===== config.mk =====
export PLATFORM = sky130hd
export DESIGN_NAME = pfl_loader
export DESIGN_NICKNAME = d
export VERILOG_FILES = /design/src/rtl/pfl_pkg.sv /design/src/rtl/pfl_loader.sv
export VERILOG_INCLUDE_DIRS = /design/src /design/src/rtl
export SDC_FILE = /design/constraint.sdc
export NUM_CORES = 2
export LEC_CHECK = 0
export BUFFER_PORTS_ARGS = -buffer_cell sky130_fd_sc_hd__buf_2
export CAP_MARGIN = 20
export CORE_ASPECT_RATIO = 1.25
export CORE_MARGIN = 8
export CORE_UTILIZATION = 40
export CTS_CLUSTER_DIAMETER = 30
export CTS_CLUSTER_SIZE = 8
export DETAILED_ROUTE_END_ITERATION = 10
export GPL_ROUTABILITY_DRIVEN = 1
export PLACE_DENSITY = 0.61
export SLEW_MARGIN = 10
export SYNTH_ARGS = -nofsm -noshare
export SYNTH_HDL_FRONTEND = slang
export SYNTH_SLANG_ARGS = --single-unit
export TNS_END_PERCENT = 5

===== constraint.sdc =====
create_clock -name mclk -period 2.8 [get_ports mclk]
set_input_delay 0.56 -clock mclk [delete_from_list [all_inputs] [get_ports mclk]]
set_output_delay 0.56 -clock mclk [all_outputs]
set_load 0.01 [all_outputs]

===== src/rtl/pfl_params.svh =====
/*
 Constants of the parallel flash page loader: select codes, commands and timing counts.
 Assumes it is included by bare name from the package and the checker.
*/
// Summary of operation
// - select pattern 10 makes the next load strobe capture a command byte from the data bus.
// - command byte 0001 0000 with byte select low is Write Flash and opens a page-load session.
// - a rising edge on the load strobe pin captures the data bus into the target chosen by the selects.
// - select pattern 00 makes the load strobe capture an address byte.
// - during address loading byte select low steers the byte into the low half of the address.
// - select 01 with byte select low captures the data bus as the low data byte.
// - select 01 with byte select high captures the data bus as the high data byte.
// - a rising page-latch pulse with byte select high writes both data bytes into the page buffer.
// - low address bits pick the word in the page buffer, high bits pick the flash page.
// - with pages under 256 words the surplus top bits of the address low byte are page bits.
// - program data is gathered in a page buffer so one full page is programmed at once.
// - a negative write-strobe pulse starts the loaded command and ready_busy_out is low until done.
// - command byte 1000 0000 with byte select low is Chip Erase; the code takes it as Chip Erase at either byte select level.
`ifndef PFL_PARAMS_SVH
`define PFL_PARAMS_SVH
`define PFL_SEL_ADDR      2'h0
`define PFL_SEL_DATA      2'h1
`define PFL_SEL_CMD       2'h2
`define PFL_CMD_WRFLASH   8'h10
`define PFL_CMD_ERASE     8'h80
`define PFL_ADDR_RST      16'h0000
`define PFL_CMD_RST       8'h00
`define PFL_WRITE_TIME_US 4500
`define PFL_WRITE_CYC     (`PFL_WRITE_TIME_US * 50)
`endif


===== src/rtl/pfl_pkg.sv =====
/*
 Types of the parallel flash page loader.
 Assumes pfl_params.svh sits on the include path.
*/
package pfl_pkg;
	`include "pfl_params.svh"
	typedef enum logic [2:0] {
		PFL_IDLE  = 3'b001,
		PFL_WRITE = 3'b010,
		PFL_ERASE = 3'b100
	} pfl_state_e;
endpackage


===== src/rtl/pfl_loader.sv =====
/*
 Page loader: command, address and data capture from programmer pins, page buffer and
 a timed program/erase busy phase with an output port for the flash array.
 Assumes the programmer pins are asynchronous to mclk and that pulses span several cycles.
 Assumes also that the flash array takes the streamed page words as they appear, with no
 answer back; the page buffer itself is not cleared by reset.
*/
`timescale 1ns/1ps
module pfl_loader
	import pfl_pkg::*;
#(
	parameter int PAGE_AW   = 7,
	parameter int BUSY_CYC  = `PFL_WRITE_CYC
) (
	input  wire logic                mclk,
	input  wire logic                rst_b,
	input  wire logic                load_select_hi,
	input  wire logic                load_select_lo,
	input  wire logic                byte_select,
	input  wire logic                load_strobe,
	input  wire logic                page_latch_strobe,
	input  wire logic                write_strobe_b,
	input  wire logic [7:0]          data_in,
	output logic                     ready_busy_out,
	output logic                     write_session,
	output logic [7:0]               command_out,
	output logic [15:0]              address_out,
	output logic [7:0]               page_select,
	output logic                     prog_start,
	output logic                     erase_start,
	output logic [15:0]              prog_word,
	output logic [PAGE_AW-1:0]       prog_word_idx
);
	// words per page; the buffer and the streaming counter are sized from it
	localparam int PW = 1 << PAGE_AW;

	// three-stage synchronisers for the strobe pins
	logic [2:0] ls_sync_r, ls_sync_nxt;
	logic [2:0] pl_sync_r, pl_sync_nxt;
	logic [2:0] wr_sync_r, wr_sync_nxt;
	logic       ls_lvl_r, ls_lvl_nxt;
	logic       pl_lvl_r, pl_lvl_nxt;
	logic       wr_lvl_r, wr_lvl_nxt;
	logic       ls_rise, pl_rise, wr_fall;

	// level taken over once stages two and three agree; a pin that bounces
	// for a single cycle never reaches the agreed level
	function automatic logic agreed(input logic [2:0] s, input logic lvl);
		agreed = (s[2] == s[1]) ? s[2] : lvl;
	endfunction

	// one-cycle edge: the agreed level is about to move to want
	function automatic logic moves_to(input logic [2:0] s, input logic lvl, input logic want);
		moves_to = (s[2] == s[1]) && (s[2] == want) && (lvl != want);
	endfunction

	always_comb begin
		ls_sync_nxt = {ls_sync_r[1:0], load_strobe};
		pl_sync_nxt = {pl_sync_r[1:0], page_latch_strobe};
		wr_sync_nxt = {wr_sync_r[1:0], write_strobe_b};
		ls_lvl_nxt  = agreed(ls_sync_r, ls_lvl_r);
		pl_lvl_nxt  = agreed(pl_sync_r, pl_lvl_r);
		wr_lvl_nxt  = agreed(wr_sync_r, wr_lvl_r);
	end

	// reset levels equal the idle pin levels, so no false edge follows reset
	always_ff @(posedge mclk) begin
		if (!rst_b) begin
			ls_sync_r <= 3'h0;
			pl_sync_r <= 3'h0;
			wr_sync_r <= 3'h7;
			ls_lvl_r  <= 1'h0;
			pl_lvl_r  <= 1'h0;
			wr_lvl_r  <= 1'h1;
		end else begin
			ls_sync_r <= ls_sync_nxt;
			pl_sync_r <= pl_sync_nxt;
			wr_sync_r <= wr_sync_nxt;
			ls_lvl_r  <= ls_lvl_nxt;
			pl_lvl_r  <= pl_lvl_nxt;
			wr_lvl_r  <= wr_lvl_nxt;
		end
	end

	// edges judged on stages two and three only
	assign ls_rise = moves_to(ls_sync_r, ls_lvl_r, 1'b1);
	assign pl_rise = moves_to(pl_sync_r, pl_lvl_r, 1'b1);
	assign wr_fall = moves_to(wr_sync_r, wr_lvl_r, 1'b0);

	// selects and data are held by the programmer around the strobe, so one
	// sampling at the strobe edge is enough; a late select change is not seen
	logic [1:0] sel_r, sel_nxt;
	logic       bs_r, bs_nxt;
	logic [7:0] din_r, din_nxt;

	always_comb begin
		sel_nxt = {load_select_hi, load_select_lo};
		bs_nxt  = byte_select;
		din_nxt = data_in;
	end

	// three stages, like the strobes, so the bus value seen at the agreed
	// strobe edge is at least three cycles old and long settled
	logic [1:0] sel_q_r, sel_qq_r;
	logic       bs_q_r, bs_qq_r;
	logic [7:0] din_q_r, din_qq_r;

	always_ff @(posedge mclk) begin
		if (!rst_b) begin
			sel_r    <= 2'h0;
			bs_r     <= 1'h0;
			din_r    <= 8'h00;
			sel_q_r  <= 2'h0;
			bs_q_r   <= 1'h0;
			din_q_r  <= 8'h00;
			sel_qq_r <= 2'h0;
			bs_qq_r  <= 1'h0;
			din_qq_r <= 8'h00;
		end else begin
			sel_r    <= sel_nxt;
			bs_r     <= bs_nxt;
			din_r    <= din_nxt;
			sel_q_r  <= sel_r;
			bs_q_r   <= bs_r;
			din_q_r  <= din_r;
			sel_qq_r <= sel_q_r;
			bs_qq_r  <= bs_q_r;
			din_qq_r <= din_q_r;
		end
	end

	// capture registers
	logic [7:0]  cmd_r, cmd_nxt;
	logic [15:0] addr_r, addr_nxt;
	logic [7:0]  dlo_r, dlo_nxt;
	logic [7:0]  dhi_r, dhi_nxt;
	logic        sess_r, sess_nxt;
	logic        busy_w;

	// one capture per agreed strobe edge; loads during busy are dropped, not queued
	always_comb begin
		cmd_nxt  = cmd_r;
		addr_nxt = addr_r;
		dlo_nxt  = dlo_r;
		dhi_nxt  = dhi_r;
		sess_nxt = sess_r;
		if (ls_rise && !busy_w) begin
			case (sel_qq_r)
				`PFL_SEL_CMD: begin
					// only the write command with byte select low opens a session
					cmd_nxt  = din_qq_r;
					sess_nxt = (!bs_qq_r && din_qq_r == `PFL_CMD_WRFLASH);
				end
				`PFL_SEL_ADDR: begin
					// byte select high loads the address high byte
					if (!bs_qq_r)
						addr_nxt[7:0] = din_qq_r;
					else
						addr_nxt[15:8] = din_qq_r;
				end
				`PFL_SEL_DATA: begin
					if (!bs_qq_r)
						dlo_nxt = din_qq_r;
					else
						dhi_nxt = din_qq_r;
				end
				default: begin
					cmd_nxt = cmd_r; // pattern 11 is not a load target
				end
			endcase
		end
	end

	// capture registers hold until the next load of the same target
	always_ff @(posedge mclk) begin
		if (!rst_b) begin
			cmd_r  <= `PFL_CMD_RST;
			addr_r <= `PFL_ADDR_RST;
			dlo_r  <= 8'h00;
			dhi_r  <= 8'h00;
			sess_r <= 1'h0;
		end else begin
			cmd_r  <= cmd_nxt;
			addr_r <= addr_nxt;
			dlo_r  <= dlo_nxt;
			dhi_r  <= dhi_nxt;
			sess_r <= sess_nxt;
		end
	end

	// page buffer: word index from low address bits
	logic [15:0]        page_mem [PW];
	logic [PAGE_AW-1:0] word_idx;
	logic               latch_go;

	// a latch is refused without an open session or with byte select low
	assign word_idx = addr_r[PAGE_AW-1:0];
	assign latch_go = pl_rise && bs_qq_r && sess_r && !busy_w;

	// one word per accepted latch; the buffer has no reset, each page refills it
	always_ff @(posedge mclk) begin
		if (latch_go)
			page_mem[word_idx] <= {dhi_r, dlo_r};
	end

	// busy sequencer
	// the counter is wide enough for the full-length timer at mclk
	pfl_state_e      st_r, st_nxt;
	logic [31:0]     cnt_r, cnt_nxt;
	logic [PAGE_AW:0] rd_r, rd_nxt;
	logic            pstart_nxt, estart_nxt;
	logic            pstart_r, estart_r;
	logic [15:0]     pword_r, pword_nxt;
	logic [PAGE_AW-1:0] pidx_r, pidx_nxt;

	// busy is any state but idle; it gates every load and latch
	assign busy_w = (st_r != PFL_IDLE);

	// idle waits for a write-strobe edge; commands other than the two known
	// ones are ignored and leave ready high
	always_comb begin
		st_nxt     = st_r;
		cnt_nxt    = cnt_r;
		rd_nxt     = rd_r;
		pstart_nxt = 1'h0;
		estart_nxt = 1'h0;
		pword_nxt  = pword_r;
		pidx_nxt   = pidx_r;
		case (st_r)
			PFL_IDLE: begin
				cnt_nxt = 32'h0;
				rd_nxt  = '0;
				if (wr_fall) begin
					// a write needs the session opened by the write command
					if (cmd_r == `PFL_CMD_WRFLASH && sess_r) begin
						st_nxt     = PFL_WRITE;
						pstart_nxt = 1'h1;
					end else if (cmd_r == `PFL_CMD_ERASE) begin
						st_nxt     = PFL_ERASE;
						estart_nxt = 1'h1;
					end
				end
			end
			PFL_WRITE: begin
				// the whole page streams out once, word by word
				if (rd_r < (PAGE_AW+1)'(PW)) begin
					pword_nxt = page_mem[rd_r[PAGE_AW-1:0]];
					pidx_nxt  = rd_r[PAGE_AW-1:0];
					rd_nxt    = rd_r + 1'b1;
				end
				// the timer runs on after the last word so the array gets its full time
				cnt_nxt = cnt_r + 32'h1;
				if (cnt_r >= 32'(BUSY_CYC - 1))
					st_nxt = PFL_IDLE;
			end
			PFL_ERASE: begin
				// erase reuses the program timer; a slower array would need its own count
				cnt_nxt = cnt_r + 32'h1;
				if (cnt_r >= 32'(BUSY_CYC - 1))
					st_nxt = PFL_IDLE;
			end
			default: begin
				st_nxt = PFL_IDLE;
			end
		endcase
	end

	// sequencer registers; start pulses last exactly one cycle
	always_ff @(posedge mclk) begin
		if (!rst_b) begin
			st_r     <= PFL_IDLE;
			cnt_r    <= 32'h0;
			rd_r     <= '0;
			pstart_r <= 1'h0;
			estart_r <= 1'h0;
			pword_r  <= 16'h0000;
			pidx_r   <= '0;
		end else begin
			st_r     <= st_nxt;
			cnt_r    <= cnt_nxt;
			rd_r     <= rd_nxt;
			pstart_r <= pstart_nxt;
			estart_r <= estart_nxt;
			pword_r  <= pword_nxt;
			pidx_r   <= pidx_nxt;
		end
	end

	// page number from address bits above the word index
	always_comb begin
		page_select = addr_r[PAGE_AW +: 8];
	end

	// ports: all but ready come straight from a register, so neither the
	// flash array nor the programmer ever sees a decode glitch
	assign ready_busy_out = ~busy_w;
	assign write_session  = sess_r;
	assign command_out    = cmd_r;
	assign address_out    = addr_r;
	assign prog_start     = pstart_r;
	assign erase_start    = estart_r;
	assign prog_word      = pword_r;
	assign prog_word_idx  = pidx_r;
endmodule // pfl_loader


==> impl_metrics.ini <==
[status]
status = complete, but fails checks
violations = setup timing

[clock_network]
clock_latency_ns = 0.85
clk_pin_slew_ns = 0.05
cts_buffer_depth = 4
root_buffer = clkbuf_16
htreeDepth = 5
cts_tree = yes
cts-buffers-inserted = 369
clkSinkCount = 2202

[yosys]
syn_avg_cell_area_um2 = 20.5
synth-xor-area-share = 0.000414
synthesis.area_um2 = 84700
synthSimpleGateAreaFrac = 0.0301
synth-seq-area-share = 0.763
synthArstFlopShare = 0
synthAdderAreaFrac = 0.000739
synth_mux_area_frac = 0.155
synth_top_family_by_area = multiplexers
synth-compound-area-share = 0.0336
yosys_warnings = 0
ys_seq_elements = 2202
synth_edf_count = 2048
netlist_instances = 4137
synth_cell_types = 74
yosys_most_used_dff = edfxtp_1
synth_fp_nets = 4158

[worst_setup_path]
cp-start-kind = flip-flop
r2r_start = rd_r[1]
end_kind = flip-flop
required_ns = 3.54
slowest_delay_ns = 0.40
critPathCapture = prog_word[8]
worst-setup-path-type = reg2reg
path_buf_inv = 5
ff2ff_setup_slack_ns = -0.05
cp_slowest_cell = dfxtp_4
cp-startpoint = rd_r[1]
crit_path_frequent_cell = buf_4
r2r_cells = 11
crit_path_cell_trace = buf_12, buf_16, buf_4, mux4_2, mux2i_2, buf_4, o21ai_0, buf_4, nand3_1, nand4_1, o21a_1
r2r-end = prog_word[8]
cp_max_fo = 42
crit_cells = 11
arrival_ns = 3.59
crit_family = buffers and inverters

[route]
routed_via_density = 5.75
dr_total_vias = 45709
routedWlPerCell_um = 29.6
drc_errors = 0
wl_um = 236000
initialDrtViolationCount = 4911
firstDrtPassIters = 5
postRouteAntennaNets = 0

[min_path]
hold_path.class = in2reg

[timing]
setup_violations = 3
fin_skew_ns = 0.0617
setup_ws_ns = -0.0494
fin_crit_sh = 1.02
grt_setup_unrepaired = true
hold_viol_final = 0
whs_ns = 0.201
fin_crit_ns = 2.85
slew-limit-headroom = 0.410
fmax_mhz = 351
finalMaxSlewViolations = 0
worst_slew_pin_slew_ns = 0.875

[global_routing]
grt-ovfl-total = 0
track_usage = 0.203
grt_pass1_vias = 46565
grt_pass1_wl_um = 337000
grt_max_degree = 122
antenna_found_initial = 6

[die]
initial_core_util = 0.401
core_um2 = 211000
die_w_um = 428
chipHeight_um = 530
row_count = 189
dieArea_um2 = 227000
ios = 75

[placement]
dp_hpwl_um = 146000
dp_slack_ns = -0.466
io_buffers = 74
placed_cell_area_um2 = 93100
gp_congestion = 0.888

[cells_and_area]
drive_gt1_frac = 0.337
area_growth_pct = 24.1
nets = 4994
finalInstanceArea_um2 = 105000

[pwr]
powerDensity_nw_per_um2 = 727
totalPowerFinal_mw = 76.4
vdd_drop_max_mv = 0.471
leakage_nw = 34.3

[flow_run]
drv_cap = 0
==> cells in the mapped netlist (18+ instances only) <==
library cell,n,share of area
dfxtp_1,154,0.036
buf_2,72,0.0043
buf_6,38,0.0051
o22ai_1,23,0.0017
nor2b_1,18,0.0013
nand2_1,107,0.0047
mux2i_1,204,0.024
and2_1,45,0.0033
o21ai_0,74,0.0044
clkbuf_1,77,0.0034
nor3_1,26,0.0015
o211ai_1,18,0.0016
buf_4,33,0.0029
edfxtp_1,2048,0.73
nor2_1,241,0.011
nand3_1,40,0.0024
mux4_2,481,0.13
a22oi_1,60,0.0053
a211oi_1,21,0.0019
a21oi_1,102,0.0060
a221oi_1,42,0.0043
==> worst register-to-register path, cell delays in order, from the launching register on <==
cell,delay [ns]
dfxtp_4,0.40
buf_12,0.22
buf_16,0.28
buf_4,0.29
mux4_2,0.31
mux2i_2,0.23
buf_4,0.18
o21ai_0,0.07
buf_4,0.15
nand3_1,0.08
nand4_1,0.27
o21a_1,0.27
==> report_power, final <==
| part | leakage (nW) | internal (mW) | switching [mW] |
|---|---|---|---|
| clock | 5.40 | 26.2 | 14.5 |
| combinational | 8.64 | 0.0443 | 0.0584 |
| sequential | 20.2 | 35.5 | 0.0178 |
| total | 34.3 | 61.8 | 14.6 |
==> worst min-delay path by stage <==
stage | startpoint | endpoint | slack, ns | depth (start not counted)
global route | rst_b | pl_sync_r[2] | 0.17 | 2
floorplan | wr_sync_r[0] | wr_sync_r[1] | 0.39 | 1
global placement | wr_sync_r[0] | wr_sync_r[1] | 0.40 | 1
finish | rst_b | ls_sync_r[2] | 0.20 | 2
detailed placement | wr_sync_r[0] | wr_sync_r[1] | 0.40 | 1
CTS | rst_b | ls_sync_r[2] | 0.14 | 2
==> per-stage QoR <==
step	utilization	cells	setup TNS (ns)
floorplan	-	4137	0
global placement	0.441	7323	-2.62
detailed placement	0.441	7323	-2.64
CTS	0.496	7929	-0.165
global route	0.497	7951	-0.160
finish	0.497	7954	-0.103
==> kinds of logic (layout without fill, tap and decap cells) <==
family | Yosys count | count (layout)
AO/OA/AOI/OAI | 425 | 425
AND/OR/NAND/NOR | 551 | 551
other | 0 | 4
multiplexers | 704 | 704
XOR/XNOR | 4 | 4
buffers and inverters | 246 | 1290
adder cells (fa/ha/maj) | 5 | 5
flip-flops | 2202 | 2202
==> per-layer routing <==
metal | routed length (um) | up-vias | global-route usage
li1 | - | 18873 | -
met1 | 90600 | 24349 | 0.263
met2 | 117000 | 2020 | 0.342
met3 | 17500 | 467 | 0.0341
met4 | 10500 | 0 | 0.0833
met5 | 0 | - | 0
==> registers in the layout, summed over array words and instances (netlist names), 7 cells and up <==
signal         cells
address_out       16
din_r              8
din_q_r            8
cnt_r             32
prog_word         16
din_qq_r           8
dhi_r              8
page_mem        2048
rd_r               8
dlo_r              8
prog_word_idx      7
command_out        8
==> placed cells by master, fill, tap and decap left out, types with 11 or more instances in the layout <==
cell type / count
dfxtp_4: 20
and2_1: 44
nand3_1: 40
a221oi_1: 38
edfxtp_1: 2048
buf_4: 467
o22ai_1: 21
o211ai_1: 18
o221ai_1: 12
o21ai_0: 63
clkbuf_16: 374
nand2_1: 106
inv_1: 11
nand4_1: 12
a22oi_1: 56
nor2_1: 218
bufinv_16: 21
clkbuf_1: 65
dfxtp_1: 132
buf_6: 11
or3_1: 11
clkinvlp_4: 11
clkbuf_8: 12
buf_12: 118
dlygate4sd3_1: 14
mux2i_1: 201
a31oi_1: 12
clkinv_2: 30
nor2b_1: 17
nor3_1: 22
nor2_2: 23
mux2_2: 15
clkinv_1: 45
a211oi_1: 21
buf_2: 74
mux4_2: 481
a21oi_1: 99
==> area by class of cell <==
| class | instances | area [um^2] |
|---|---|---|
| Sequential cell | 2202 | 64700 |
| Tap cell | 2769 | 3460 |
| Antenna cell | 4 | 10.0 |
| Fill cell | 16885 | 106000 |
| Clock buffer | 450 | 9740 |
| Inverter | 15 | 60.1 |
| Multi-Input combinational cell | 1689 | 19000 |
| Timing Repair Buffer | 696 | 6830 |
| Clock inverter | 129 | 1380 |
==> timing repair <==
item,in CTS,in global routing
hold endpoints to repair,14,0
setup buffers,8,23
gates cloned,5,1
resized for setup,43,39
hold buffers,14,0
setup endpoints to repair,12,15
pin swaps,6,11
Note: power is estimated with default switching activity, not from simulation.
